--- config.mk ---
export PLATFORM = sky130hd
export DESIGN_NAME = pvt_panel_rx
export DESIGN_NICKNAME = d
export VERILOG_FILES = /design/src/rtl/pvt_pkg.sv /design/src/rtl/pvt_fifo.sv /design/src/rtl/pvt_panel_rx.sv
export VERILOG_INCLUDE_DIRS = /design/src /design/src/rtl
export SDC_FILE = /design/constraint.sdc
export NUM_CORES = 1
export LEC_CHECK = 0
export CORE_ASPECT_RATIO = 1.25
export CORE_MARGIN = 3
export CORE_UTILIZATION = 60
export DETAILED_ROUTE_END_ITERATION = 6
export DONT_BUFFER_PORTS = 1
export PLACE_DENSITY_LB_ADDON = 0.3
export SETUP_SLACK_MARGIN = 0.3
export SYNTH_ARGS = -nofsm -noshare
export SYNTH_HDL_FRONTEND = slang
export SYNTH_SLANG_ARGS = --single-unit
--- constraint.sdc ---
create_clock -name clock -period 2.55 [get_ports clock]
set_input_delay 0.51 -clock clock [delete_from_list [all_inputs] [get_ports clock]]
set_output_delay 0.51 -clock clock [all_outputs]
set_load 0.02 [all_outputs]
--- src/rtl/pvt_map.svh ---
// register offsets, field positions, reset values and video timing counts
// assumes inclusion by the receiver top only
`ifndef PVT_MAP_SVH
`define PVT_MAP_SVH

// register byte offsets
`define PVT_OFF_CTRL        8'h00
`define PVT_OFF_STATUS      8'h04
`define PVT_OFF_LINE_ACT    8'h08
`define PVT_OFF_LINE_BLANK  8'h0c
`define PVT_OFF_FRAME_LINES 8'h10
`define PVT_OFF_FRAME_CNT   8'h14

// control fields
`define PVT_CTRL_EN         0
`define PVT_CTRL_USE_REG    1
`define PVT_CTRL_DEPTH10    2
`define PVT_CTRL_RST        3'h1

// status fields
`define PVT_ST_ERR_ACT      0
`define PVT_ST_ERR_BLANK    1
`define PVT_ST_ERR_LINES    2
`define PVT_ST_OVF          3
`define PVT_ST_DEPTH10      4
`define PVT_ST_IN_FRAME     5

// video timing in pixel clocks and lines
`define PVT_ACTIVE_PIX      12'd480
`define PVT_HBLANK_MIN      12'd60
`define PVT_HBLANK_MAX      12'd120
`define PVT_VBLANK_GAP      12'd600
`define PVT_ACTIVE_LINES    12'd2160

`endif

--- src/rtl/pvt_pkg.sv ---
// types shared by the panel video receiver
// assumes the map header sits beside it
package pvt_pkg;
  typedef enum logic [1:0] {ST_VBLANK, ST_ACTIVE, ST_HBLANK} pvt_state_type;
  typedef logic [11:0] pvt_count_type;
endpackage

--- src/rtl/pvt_fifo.sv ---
// small synchronous fifo with valid/ready on both sides
// assumes one clock and a synchronous active-high reset
`timescale 1ns/100ps
module pvt_fifo #(
  parameter int WIDTH = 35,
  parameter int DEPTH = 4
) (
  // clock and reset
  input  wire logic             clock,
  input  wire logic             srst,
  // fill side
  input  wire logic             in_valid,
  output logic                  in_ready,
  input  wire logic [WIDTH-1:0] in_data,
  // drain side
  output logic                  out_valid,
  input  wire logic             out_ready,
  output logic      [WIDTH-1:0] out_data
);
  localparam int AW = $clog2(DEPTH);

  logic [WIDTH-1:0] mem_ff [DEPTH];
  logic [AW-1:0]    wr_ptr_ff;
  logic [AW-1:0]    rd_ptr_ff;
  logic [AW:0]      cnt_ff;
  wire              push = in_valid && in_ready;
  wire              pop  = out_valid && out_ready;

  // room is judged on the count alone, so an empty fifo always accepts
  assign in_ready  = (cnt_ff < (AW+1)'(DEPTH));
  assign out_valid = (cnt_ff != '0);
  assign out_data  = mem_ff[rd_ptr_ff];

  always_ff @(posedge clock) begin
    if (push) begin
      mem_ff[wr_ptr_ff] <= in_data;
    end
  end

  // pointers wrap by depth so non power-of-two depths still work
  always_ff @(posedge clock) begin
    if (srst) begin
      wr_ptr_ff <= '0;
      rd_ptr_ff <= '0;
      cnt_ff    <= '0;
    end else begin
      if (push) begin
        wr_ptr_ff <= (wr_ptr_ff == AW'(DEPTH-1)) ? '0 : wr_ptr_ff + 1'b1;
      end
      if (pop) begin
        rd_ptr_ff <= (rd_ptr_ff == AW'(DEPTH-1)) ? '0 : rd_ptr_ff + 1'b1;
      end
      cnt_ff <= cnt_ff + (AW+1)'(push) - (AW+1)'(pop);
    end
  end
endmodule // pvt_fifo

--- src/rtl/pvt_panel_rx.sv ---
// panel video receiver: unpacks 32-bit packer words, times lines and frames
// assumes words arrive lane-aligned on one clock, registers over ahb-lite
//
// The register offsets and register access over AHB-Lite were decided locally.
`timescale 1ns/100ps
`include "pvt_map.svh"
module pvt_panel_rx #(
  parameter int FIFO_DEPTH = 4
) (
  // clock and reset
  input  wire logic                  clock,
  input  wire logic                  srst,
  // video input
  input  wire logic                  pixel_valid_window,
  input  wire logic [31:0]           pix_data,
  input  wire logic                  hsync,
  input  wire logic                  vsync,
  input  wire logic                  depth_sel_pin,
  output logic                       pix_ready,
  // unpacked pixel stream
  output logic                       out_valid,
  input  wire logic                  out_ready,
  output logic [9:0]                 out_red,
  output logic [9:0]                 out_green,
  output logic [9:0]                 out_blue,
  output logic [2:0]                 out_lane,
  output logic                       out_sol,
  output logic                       out_sof,
  // ahb-lite slave
  input  wire logic                  hsel,
  input  wire logic [7:0]            haddr,
  input  wire logic [1:0]            htrans,
  input  wire logic                  hwrite,
  input  wire logic [2:0]            hsize,
  input  wire logic [31:0]           hwdata,
  input  wire logic                  hready,
  output logic [31:0]                hrdata,
  output logic                       hreadyout,
  output logic                       hresp
);
  import pvt_pkg::*;

  pvt_state_type    state_ff, nxt_state;
  logic             pv_d_ff;
  pvt_count_type    act_cnt_ff, gap_cnt_ff, line_cnt_ff;
  pvt_count_type    meas_act_ff, meas_blank_ff, meas_lines_ff;
  logic [15:0]      frame_cnt_ff;
  logic [2:0]       ctrl_ff;
  logic [3:0]       err_ff;
  logic [7:0]       addr_ff;
  logic             wr_ff;
  logic [31:0]      hrdata_ff;
  logic [34:0]      fifo_out;

  // unused by design: sync pins never steer timing
  wire sync_unused = hsync ^ vsync;

  // framing from the valid window alone
  wire rise      = pixel_valid_window && !pv_d_ff;
  wire line_end  = !pixel_valid_window && pv_d_ff;
  wire frame_end = (state_ff == ST_HBLANK) && (gap_cnt_ff == `PVT_VBLANK_GAP);
  wire sof       = rise && (state_ff == ST_VBLANK);

  always_comb begin
    nxt_state = state_ff;
    unique case (state_ff)
      ST_VBLANK: if (rise) nxt_state = ST_ACTIVE;
      ST_ACTIVE: if (line_end) nxt_state = ST_HBLANK;
      ST_HBLANK: begin
        if (rise) nxt_state = ST_ACTIVE;
        else if (frame_end) nxt_state = ST_VBLANK;
      end
      // the fourth code of the state vector is unused; recover to vblank
      default: nxt_state = ST_VBLANK;
    endcase
  end

  // depth pin, open pin reads high outside; register may override
  wire depth10 = ctrl_ff[`PVT_CTRL_USE_REG] ? ctrl_ff[`PVT_CTRL_DEPTH10] : depth_sel_pin;

  // 30-bit word: msbs in bytes 0..2, lsb pairs in byte3, 25:24 dropped
  wire [9:0] red10   = {pix_data[7:0],   pix_data[31:30]};
  wire [9:0] green10 = {pix_data[15:8],  pix_data[29:28]};
  wire [9:0] blue10  = {pix_data[23:16], pix_data[27:26]};
  // 24-bit word: top byte ignored; msb replication keeps full-scale white
  // replication is monotonic, so brighter codes stay brighter
  wire [9:0] red8    = {pix_data[7:0],   pix_data[7:6]};
  wire [9:0] green8  = {pix_data[15:8],  pix_data[15:14]};
  wire [9:0] blue8   = {pix_data[23:16], pix_data[23:22]};
  // either depth accepted per configuration
  wire [29:0] rgb    = depth10 ? {red10, green10, blue10} : {red8, green8, blue8};

  // lane skew is removed by the deserialiser ahead of this word
  // lane of pixel n is n modulo 8 across eight lanes
  wire [2:0] lane    = act_cnt_ff[2:0];
  wire       pix_take = pixel_valid_window && ctrl_ff[`PVT_CTRL_EN];
  wire       ovf_set  = pix_take && !pix_ready;

  pvt_fifo #(.WIDTH(35), .DEPTH(FIFO_DEPTH)) u_fifo (
    .clock     (clock),
    .srst      (srst),
    .in_valid  (pix_take),
    .in_ready  (pix_ready),
    .in_data   ({sof, rise, lane, rgb}),
    .out_valid (out_valid),
    .out_ready (out_ready),
    .out_data  (fifo_out)
  );
  assign {out_sof, out_sol, out_lane, out_red, out_green, out_blue} = fifo_out;

  // timing checks against the nominal raster
  wire act_bad   = line_end && (act_cnt_ff != `PVT_ACTIVE_PIX);
  wire blank_bad = rise && (state_ff == ST_HBLANK) &&
                   ((gap_cnt_ff < `PVT_HBLANK_MIN) || (gap_cnt_ff > `PVT_HBLANK_MAX));
  wire lines_bad = frame_end && (line_cnt_ff != `PVT_ACTIVE_LINES);

  // ahb-lite decode; reads are fetched in the address phase, so zero wait
  wire        acc      = hsel && htrans[1] && hready;
  wire        wr_ctrl  = wr_ff && (addr_ff == `PVT_OFF_CTRL);
  wire        wr_stat  = wr_ff && (addr_ff == `PVT_OFF_STATUS);
  wire [3:0]  err_clr  = wr_stat ? hwdata[3:0] : 4'h0;
  wire [3:0]  err_set  = {ovf_set, lines_bad, blank_bad, act_bad};
  wire [31:0] status   = {26'h0, (state_ff != ST_VBLANK), depth10, err_ff};
  wire [31:0] rd_mux   =
      (haddr == `PVT_OFF_CTRL)        ? {29'h0, ctrl_ff} :
      (haddr == `PVT_OFF_STATUS)      ? status :
      (haddr == `PVT_OFF_LINE_ACT)    ? {20'h0, meas_act_ff} :
      (haddr == `PVT_OFF_LINE_BLANK)  ? {20'h0, meas_blank_ff} :
      (haddr == `PVT_OFF_FRAME_LINES) ? {20'h0, meas_lines_ff} :
      (haddr == `PVT_OFF_FRAME_CNT)   ? {16'h0, frame_cnt_ff} : 32'h0;
  wire        size_unused = |hsize;

  assign hrdata    = hrdata_ff;
  assign hreadyout = 1'b1;
  assign hresp     = 1'b0;

  always_ff @(posedge clock) begin
    if (srst) begin
      addr_ff   <= 8'h00;
      wr_ff     <= 1'b0;
      hrdata_ff <= 32'h0;
    end else begin
      addr_ff   <= haddr;
      wr_ff     <= acc && hwrite;
      if (acc && !hwrite) hrdata_ff <= rd_mux;
    end
  end

  always_ff @(posedge clock) begin
    if (srst) begin
      ctrl_ff <= `PVT_CTRL_RST;
      err_ff  <= 4'h0;
    end else begin
      if (wr_ctrl) ctrl_ff <= hwdata[2:0];
      err_ff <= err_set | (err_ff & ~err_clr); // set beats clear
    end
  end

  // the gap counter saturates at the vblank gap so long idles cannot wrap
  always_ff @(posedge clock) begin
    if (srst) begin
      state_ff   <= ST_VBLANK;
      pv_d_ff    <= 1'b0;
      act_cnt_ff <= 12'h0;
      gap_cnt_ff <= 12'h0;
    end else begin
      state_ff   <= nxt_state;
      pv_d_ff    <= pixel_valid_window;
      act_cnt_ff <= pixel_valid_window ? act_cnt_ff + 12'h1 : 12'h0;
      gap_cnt_ff <= pixel_valid_window ? 12'h0 :
                    (gap_cnt_ff == `PVT_VBLANK_GAP) ? gap_cnt_ff : gap_cnt_ff + 12'h1;
    end
  end

  always_ff @(posedge clock) begin
    if (srst) begin
      line_cnt_ff   <= 12'h0;
      meas_act_ff   <= 12'h0;
      meas_blank_ff <= 12'h0;
      meas_lines_ff <= 12'h0;
      frame_cnt_ff  <= 16'h0;
    end else begin
      if (line_end) meas_act_ff <= act_cnt_ff;
      if (rise && state_ff == ST_HBLANK) meas_blank_ff <= gap_cnt_ff;
      if (frame_end) begin
        meas_lines_ff <= line_cnt_ff;
        line_cnt_ff   <= 12'h0;
        frame_cnt_ff  <= frame_cnt_ff + 16'h1;
      end else if (line_end) begin
        line_cnt_ff   <= line_cnt_ff + 12'h1;
      end
    end
  end
endmodule // pvt_panel_rx

==> results of run 1 <==
## through the flow
stage          power (mW)  hold WS, ns  util [%]
2_1_floorplan        6.18        0.427         -
3_3_place_gp         6.38        0.430      62.6
3_5_place_dp         6.40        0.436      62.6
4_1_cts              9.95       0.0521      67.4
5_1_grt              10.4       0.0494      68.3
6_report             10.1       0.0630      68.3
## flip-flops by register name (all words and copies together), names as in the netlist, named ones only
| name | count |
|---|---|
| u_fifo.rd_ptr_ff | 2 |
| ctrl_ff | 3 |
| u_fifo.mem_ff | 140 |
| frame_cnt_ff | 16 |
| hrdata | 16 |
| meas_act_ff | 12 |
| act_cnt_ff | 12 |
| line_cnt_ff | 12 |
| u_fifo.wr_ptr_ff | 2 |
| u_fifo.cnt_ff | 3 |
| meas_blank_ff | 12 |
| wr_ff | 1 |
| err_ff | 4 |
| state_ff | 2 |
| pv_d_ff | 1 |
| gap_cnt_ff | 12 |
| addr_ff | 8 |
| meas_lines_ff | 12 |
## final cells by class
cell class                 instances  area share [%]
multi-input combinational        563            32.4
tap                              228            2.30
clock buffer                      33            5.53
inverter                          23           0.696
clock inverter                    11           0.494
timing repair buffer              28            3.37
sequential                       272            55.2
## layer usage
layer  wire (um)  part of all wire [%]  up-vias
met5          12                 0.051        -
met4         881                   3.7        2
met3        1620                   6.9       52
met2       12000                    51      201
met1        9080                    38     3354
li1            -                     -     3269
## critical path: stages, from the launching register on
cell,delay (ns)
dfxtp_4,0.39
buf_6,0.14
buf_12,0.13
mux4_2,0.60
## power breakdown
| group | internal (mW) | switching [mW] | total, mW |
|---|---|---|---|
| Clock | 1.89 | 1.51 | 3.40 |
| Combinational | 0.769 | 0.928 | 1.70 |
| Sequential | 4.88 | 0.0987 | 4.97 |
| Total | 7.53 | 2.54 | 10.1 |
## cells by family after synthesis
family | share of synthesized area (%)
AO/OA/AOI/OAI | 5.83
XOR/XNOR | 2.59
adder cells (fa/ha/maj) | 1.75
buffers and inverters | 3.71
flip-flops | 61.3
multiplexers | 10.3
other | 0.0673
AND/OR/NAND/NOR | 14.5
## Yosys cell counts, drive strengths merged (7+ instances only)
| master | instances | area share, % |
|---|---|---|
| a21oi | 67 | 3.0 |
| and2 | 9 | 0.50 |
| and4 | 8 | 0.66 |
| buf | 30 | 1.8 |
| clkbuf | 35 | 1.2 |
| dfxtp | 132 | 24 |
| edfxtp | 140 | 38 |
| ha | 14 | 1.6 |
| inv | 22 | 0.74 |
| mux2 | 7 | 0.71 |
| mux2i | 28 | 2.5 |
| mux4 | 35 | 7.1 |
| nand2 | 109 | 3.7 |
| nand2b | 7 | 0.39 |
| nand3 | 18 | 0.81 |
| nand4 | 19 | 1.2 |
| nor2 | 61 | 2.1 |
| nor2b | 15 | 0.84 |
| nor3 | 15 | 0.72 |
| o21ai | 13 | 0.58 |
| o22ai | 9 | 0.50 |
| or3 | 9 | 0.54 |
| or4 | 7 | 0.48 |
| xnor2 | 17 | 1.3 |
| xor2 | 16 | 1.3 |
## how the worst max path moves through the flow
stage	startpoint	endpoint	slack, ns	cells past startpoint
2_1_floorplan	u_fifo.cnt_ff[2]	u_fifo.cnt_ff[2]	0.33	10
3_3_place_gp	u_fifo.cnt_ff[2]	u_fifo.cnt_ff[2]	0.29	10
3_5_place_dp	u_fifo.cnt_ff[2]	u_fifo.cnt_ff[2]	0.26	10
4_1_cts	flop	out_blue[7]	0.21	2
5_1_grt	flop	out_blue[0]	0.20	3
6_report	flop	out_sol	0.25	3
## layout by cell type, fill, tap and decap left out, drive strengths merged, types with 13 or more instances in the layout
cell type / n
a21oi: 67
buf: 25
clkbuf: 36
conb: 18
dfxtp: 132
edfxtp: 140
ha: 14
inv: 22
mux2i: 28
mux4: 35
nand2: 109
nand3: 18
nand4: 19
nor2: 61
nor2b: 15
nor3: 15
o21ai: 13
xnor2: 17
xor2: 16
## timing repair
| item | in CTS | in global routing |
|---|---|---|
| buffers inserted | 2 | 5 |
| pin swaps | 3 | 7 |
| gates cloned | 3 | 3 |
| resized for setup | 6 | 11 |
| setup endpoints to repair | 36 | 36 |
| hold buffers | 0 | 0 |
==> impl_metrics.yaml, run 1 <==
synth:
  synth_seq_area_share_pct: 61.3
  syn_inst: 907
  async_flop_share_pct: 0
  synth_area_um2: 11200
  yosysUniqueCellTypes: 61
  yosys_warnings: 0
  avgSynthCellArea_um2: 12.3
  synth_edf_count: 140
  synthFlopType: "edfxtp_1"
  ys_ff_latch: 272
clock_network:
  clk-insertion-delay-late_ns: 0.52
  path_clk_slew_ns: 0.06
  root_buffer: "clkbuf_16"
  cts-buffers-inserted: 25
  htreeDepth: 1
  clockBufferDepth: 3
  clock_sinks: 272
  tritoncts: "yes"
layout:
  fillCellCount: 1269
  areaGrowthSynthToFinish_pct: 11.1
  diodes: 0
  seqCellArea_um2: 6850
  design_area_um2: 12400
  layout.nets: 1015
  final_cells: 1158
  multi_input_area_um2: 4020
  drive_gt1_share_pct: 14.5
timing:
  hold_viol_final: 0
  max_freq_mhz: 435
  relSlewSlack_pct: 55.9
  rsz0062_at_grt: "true"
  fin_tns_setup_ns: 0
  finalSetupViolCount: 0
  skew_ns: 0.0123
  final.setup.worst_slack_ns: 0.251
  worstMarginPinSlew_ns: 0.661
  period_share_pct: 90.1
  finalMaxSlewViolations: 0
  layout_min_cycle_time_ns: 2.30
critical_path:
  setup.worst_path.end_class: "output port"
  r2r-end: "u_fifo.cnt_ff[2]"
  crit_fanout: 5
  r2r_slack_ns: 0.36
  rr_worst_depth: 10
  startpoint_type: "flop"
  critPathKind: "flop to output port"
  crit_required_ns: 2.04
  r2r_start: "u_fifo.cnt_ff[1]"
  arrival_ns: 1.79
floorplanning:
  core_um2: 18200
  rows: 55
  die_h_um: 159
  num_io_pins: 158
  start_util_pct: 61.5
  die_x_um: 128
  die-area_um2: 20300
worst_hold_path:
  hold_end: "meas_lines_ff[0]"
  hold_class: "input pin to flop"
  min_from: "srst"
  hold_depth: 1
run_status:
  status: "complete, no violations"
place:
  dpl-instance-area_um2: 11400
  dp_hpwl_mm: 14.9
  globalplace.congestion: 0.855
  place_ws_ns: 0.264
  dp_cells: 1101
  io_buffers: 0
grt:
  use_met3_pct: 5.47
  grt_antenna_before_repair: 1
  met2_usage_pct: 38.7
  grt_usage_pct: 22.3
  grt_busiest_layer: "met2"
  grt-ovfl-total: 0
  grt_pass1_vias: 6558
  grtUsageMet1_pct: 27.2
  grt_pass1_wl_mm: 35.5
  grt_start_max_net_pins: 89
routing:
  vias_per_cell: 5.94
  postRouteWirelength_mm: 23.6
  vias: 6878
  ant_nets: 0
  wl_per_cell_um: 20.4
  drc: 0
  drtIter0Drc: 455
  dr.pass1.iters: 5
power_and_ir_drop:
  cellPowerDensity_nw_per_um2: 811
  p_leak_nw: 4.11
  vdd.ir_drop.worst_mv: 0.484
run:
  maxCapViolations: 0
No activity file was read; power rests on OpenSTA's default activity.
==> inputs of run 2 (changes only) <==
--- a/config.mk
+++ b/config.mk
@@ -8,11 +8,12 @@
 export LEC_CHECK = 0
 export CORE_ASPECT_RATIO = 1.25
 export CORE_MARGIN = 3
-export CORE_UTILIZATION = 60
+export CORE_UTILIZATION = 57
 export DETAILED_ROUTE_END_ITERATION = 6
 export DONT_BUFFER_PORTS = 1
 export PLACE_DENSITY_LB_ADDON = 0.3
 export SETUP_SLACK_MARGIN = 0.3
 export SYNTH_ARGS = -nofsm -noshare
 export SYNTH_HDL_FRONTEND = slang
+export SYNTH_HIERARCHICAL = 1
 export SYNTH_SLANG_ARGS = --single-unit
==> constraint.sdc (replaced) <==
create_clock -name clock -period 2 [get_ports clock]
set_input_delay 0.4 -clock clock [delete_from_list [all_inputs] [get_ports clock]]
set_output_delay 0.4 -clock clock [all_outputs]
set_load 0.02 [all_outputs]
==> run 2 against run 1 <==
Against the previous run:
- the flow now finishes with violations (negative setup slack)
- routed wire length grew 6.5%
- hold slack worse by 0.045 ns
- global-route usage grew 0.44 points
- first-iteration DRC count grew 34%
- total power is 33% higher
- sequential power up 28%
- sequential cell count is the same
- synthesized area increased by 1.1%
- die area rose by 6.2%
- critical path depth shrank 1
- critical endpoint is now out_green[7]
- highest routed layer is now met4
==> impl_metrics.yaml, run 2 <==
critical_path:
  arrival_ns: 1.71
  rr_worst_depth: 9
  setup.worst_path.end_class: "output port"
  startpoint_type: "flop"
  crit_required_ns: 1.60
  critPathKind: "flop to output port"
  crit_fanout: 18
synth:
  synth_top_area_share_pct: 37.2
  syn_inst: 891
  synthXorXnorAreaFrac_pct: 2.17
  synthAdderAreaFrac_pct: 1.73
  ys_ff_latch: 272
  yosys-top-cells-count: "140 x edfxtp_1, 132 x dfxtp_1, 78 x nand2_1, 78 x nor2_1, 43 x a21oi_1"
  synth_edf_count: 140
  synth-compound-area-share_pct: 6.52
  yosysUniqueCellTypes: 65
  synth_area_um2: 11300
  yosys-top-cells-area: "edfxtp_1 37%, dfxtp_1 23%, mux4_2 6.0%"
  yosys_warnings: 6
  synthFlopType: "edfxtp_1"
  muxShareOfSynthArea_pct: 11.6
  async_flop_share_pct: 0
  yosys.area_share.simple_pct: 13.0
  synth_top_family_by_area: "simple AND/OR/NAND/NOR gates"
  synth_seq_area_share_pct: 60.6
  yosysMostFrequentCell: "edfxtp_1"
  avgSynthCellArea_um2: 12.7
  yosysTopAreaCell: "edfxtp_1"
run:
  maxCapViolations: 0
clock_network:
  clk-insertion-delay-late_ns: 0.52
  tritoncts: "yes"
  cts-buffers-inserted: 28
  path_clk_slew_ns: 0.06
  root_buffer: "clkbuf_16"
  clockBufferDepth: 3
  htreeDepth: 1
  clock_sinks: 272
worst_hold_path:
  hold_depth: 1
  hold_class: "input pin to flop"
grt:
  grt_antenna_before_repair: 0
  grt_usage_pct: 22.8
  grt_pass1_wl_mm: 39.5
  grt-ovfl-total: 0
  grt_start_max_net_pins: 68
  grt_pass1_vias: 7231
place:
  dpl-instance-area_um2: 11700
  place_ws_ns: -0.0537
  io_buffers: 0
  globalplace.congestion: 0.869
  dp_hpwl_mm: 15.8
floorplanning:
  core_um2: 19100
  die_x_um: 132
  num_io_pins: 158
  die-area_um2: 21500
  die_h_um: 163
  start_util_pct: 59.0
  rows: 56
routing:
  vias: 7255
  wl_per_cell_um: 20.2
  drtIter0Drc: 609
  postRouteWirelength_mm: 25.2
  ant_nets: 0
  dr.pass1.iters: 5
  drc: 0
  vias_per_cell: 5.83
timing:
  final.setup.worst_slack_ns: -0.109
  layout_min_cycle_time_ns: 2.11
  finalSetupViolCount: 35
  max_freq_mhz: 474
  hold_slack_ns: 0.0184
  relSlewSlack_pct: 61.0
  finalMaxSlewViolations: 0
  skew_ns: 0.0115
  fin_tns_setup_ns: -3.00
  rsz0062_at_grt: "true"
  hold_viol_final: 0
  period_share_pct: 105
  worstMarginPinSlew_ns: 0.580
layout:
  areaGrowthSynthToFinish_pct: 18.1
  diodes: 0
  largest_reg_flops: 140
  drive_gt1_share_pct: 21.5
  design_area_um2: 13300
  layout.nets: 1064
  largest-register: "u_fifo/mem_ff"
  final_common_cell: "edfxtp_1"
  final_cell_mix: "140 x edfxtp_1, 122 x dfxtp_1, 77 x nor2_1, 77 x nand2_1"
run_status:
  violations: "negative setup slack"
  status: "complete, but fails checks"
power_and_ir_drop:
  vdd.ir_drop.worst_mv: 1.03
  p_leak_nw: 4.54
  totalPowerFinal_mw: 13.4
  cellPowerDensity_nw_per_um2: 1000
## run 2: changes by cell type in the layout (fill, tap and decap cells not counted), moves of 11 or more
cell           delta
a21oi_1          -28
buf_4            +24
dlygate4sd3_1    +30
mux2i_1          +11
nand2_1          -31
nor2_1           +16
## run 2: cell type report
class	count	area (um^2)
clock buffers	33	741
clock inverters	18	134
fillers	1320	5790
inverters	27	105
multi-input cells	545	4260
flip-flops and latches	272	6870
well taps	261	327
repair buffers	88	903
## run 2: timing repair
item	CTS	global route
endpoints found under the hold margin	169	2
gates resized for setup	33	50
hold buffers	31	1
endpoints found under the setup margin	68	61
pin swaps	16	18
setup buffers	6	6
cloned	0	2
## run 2: worst max-delay path: stages (launching register included)
cell,delay [ns]
dfxtp_4,0.37
buf_12,0.19
mux4_2,0.62
## run 2: per-layer routing
layer / share of wire [%] / GRT usage, % / up-vias / routed length (um)
met5: 0 / 0 / - / 0
met4: 3.0 / 6.49 / 0 / 750
met3: 6.7 / 5.39 / 44 / 1690
met2: 50 / 38.9 / 238 / 12700
met1: 40 / 29.2 / 3606 / 10100
li1: - / - / 3367 / -
## run 2: kinds of logic after synthesis
logic type                 Yosys count
muxes                               84
xor gates and xnor gates            28
DFF                                272
other                                2
adders and majority gates           15
AOI/OAI and AO/OA                  113
buffers and inverters               91
and+or+nand+nor                    286
## run 2: where the power goes
| group | internal, mW | switching (mW) |
|---|---|---|
| Clock | 2.78 | 2.08 |
| Sequential | 6.23 | 0.144 |
| Combinational | 0.939 | 1.21 |
## run 2: path summary, 6_finish.rpt
| kind | startpoint | slack (ns) | to |
|---|---|---|---|
| setup / recovery | flop | -0.11 | out_green[7] |
| hold / removal | haddr[0] | 0.02 | addr_ff[0] |
| setup reg to reg | u_fifo/cnt_ff[2] | 0.07 | u_fifo/cnt_ff[2] |
| hold reg to reg | meas_blank_ff[5] | 0.46 | meas_blank_ff[5] |
## run 2: through the flow
stage / std cells / util [%]
2_1_floorplan: 907 / -
3_3_place_gp: 1148 / 61.4
3_5_place_dp: 1148 / 61.4
4_1_cts: 1236 / 68.2
5_1_grt: 1244 / 69.7
6_report: 1244 / 69.7
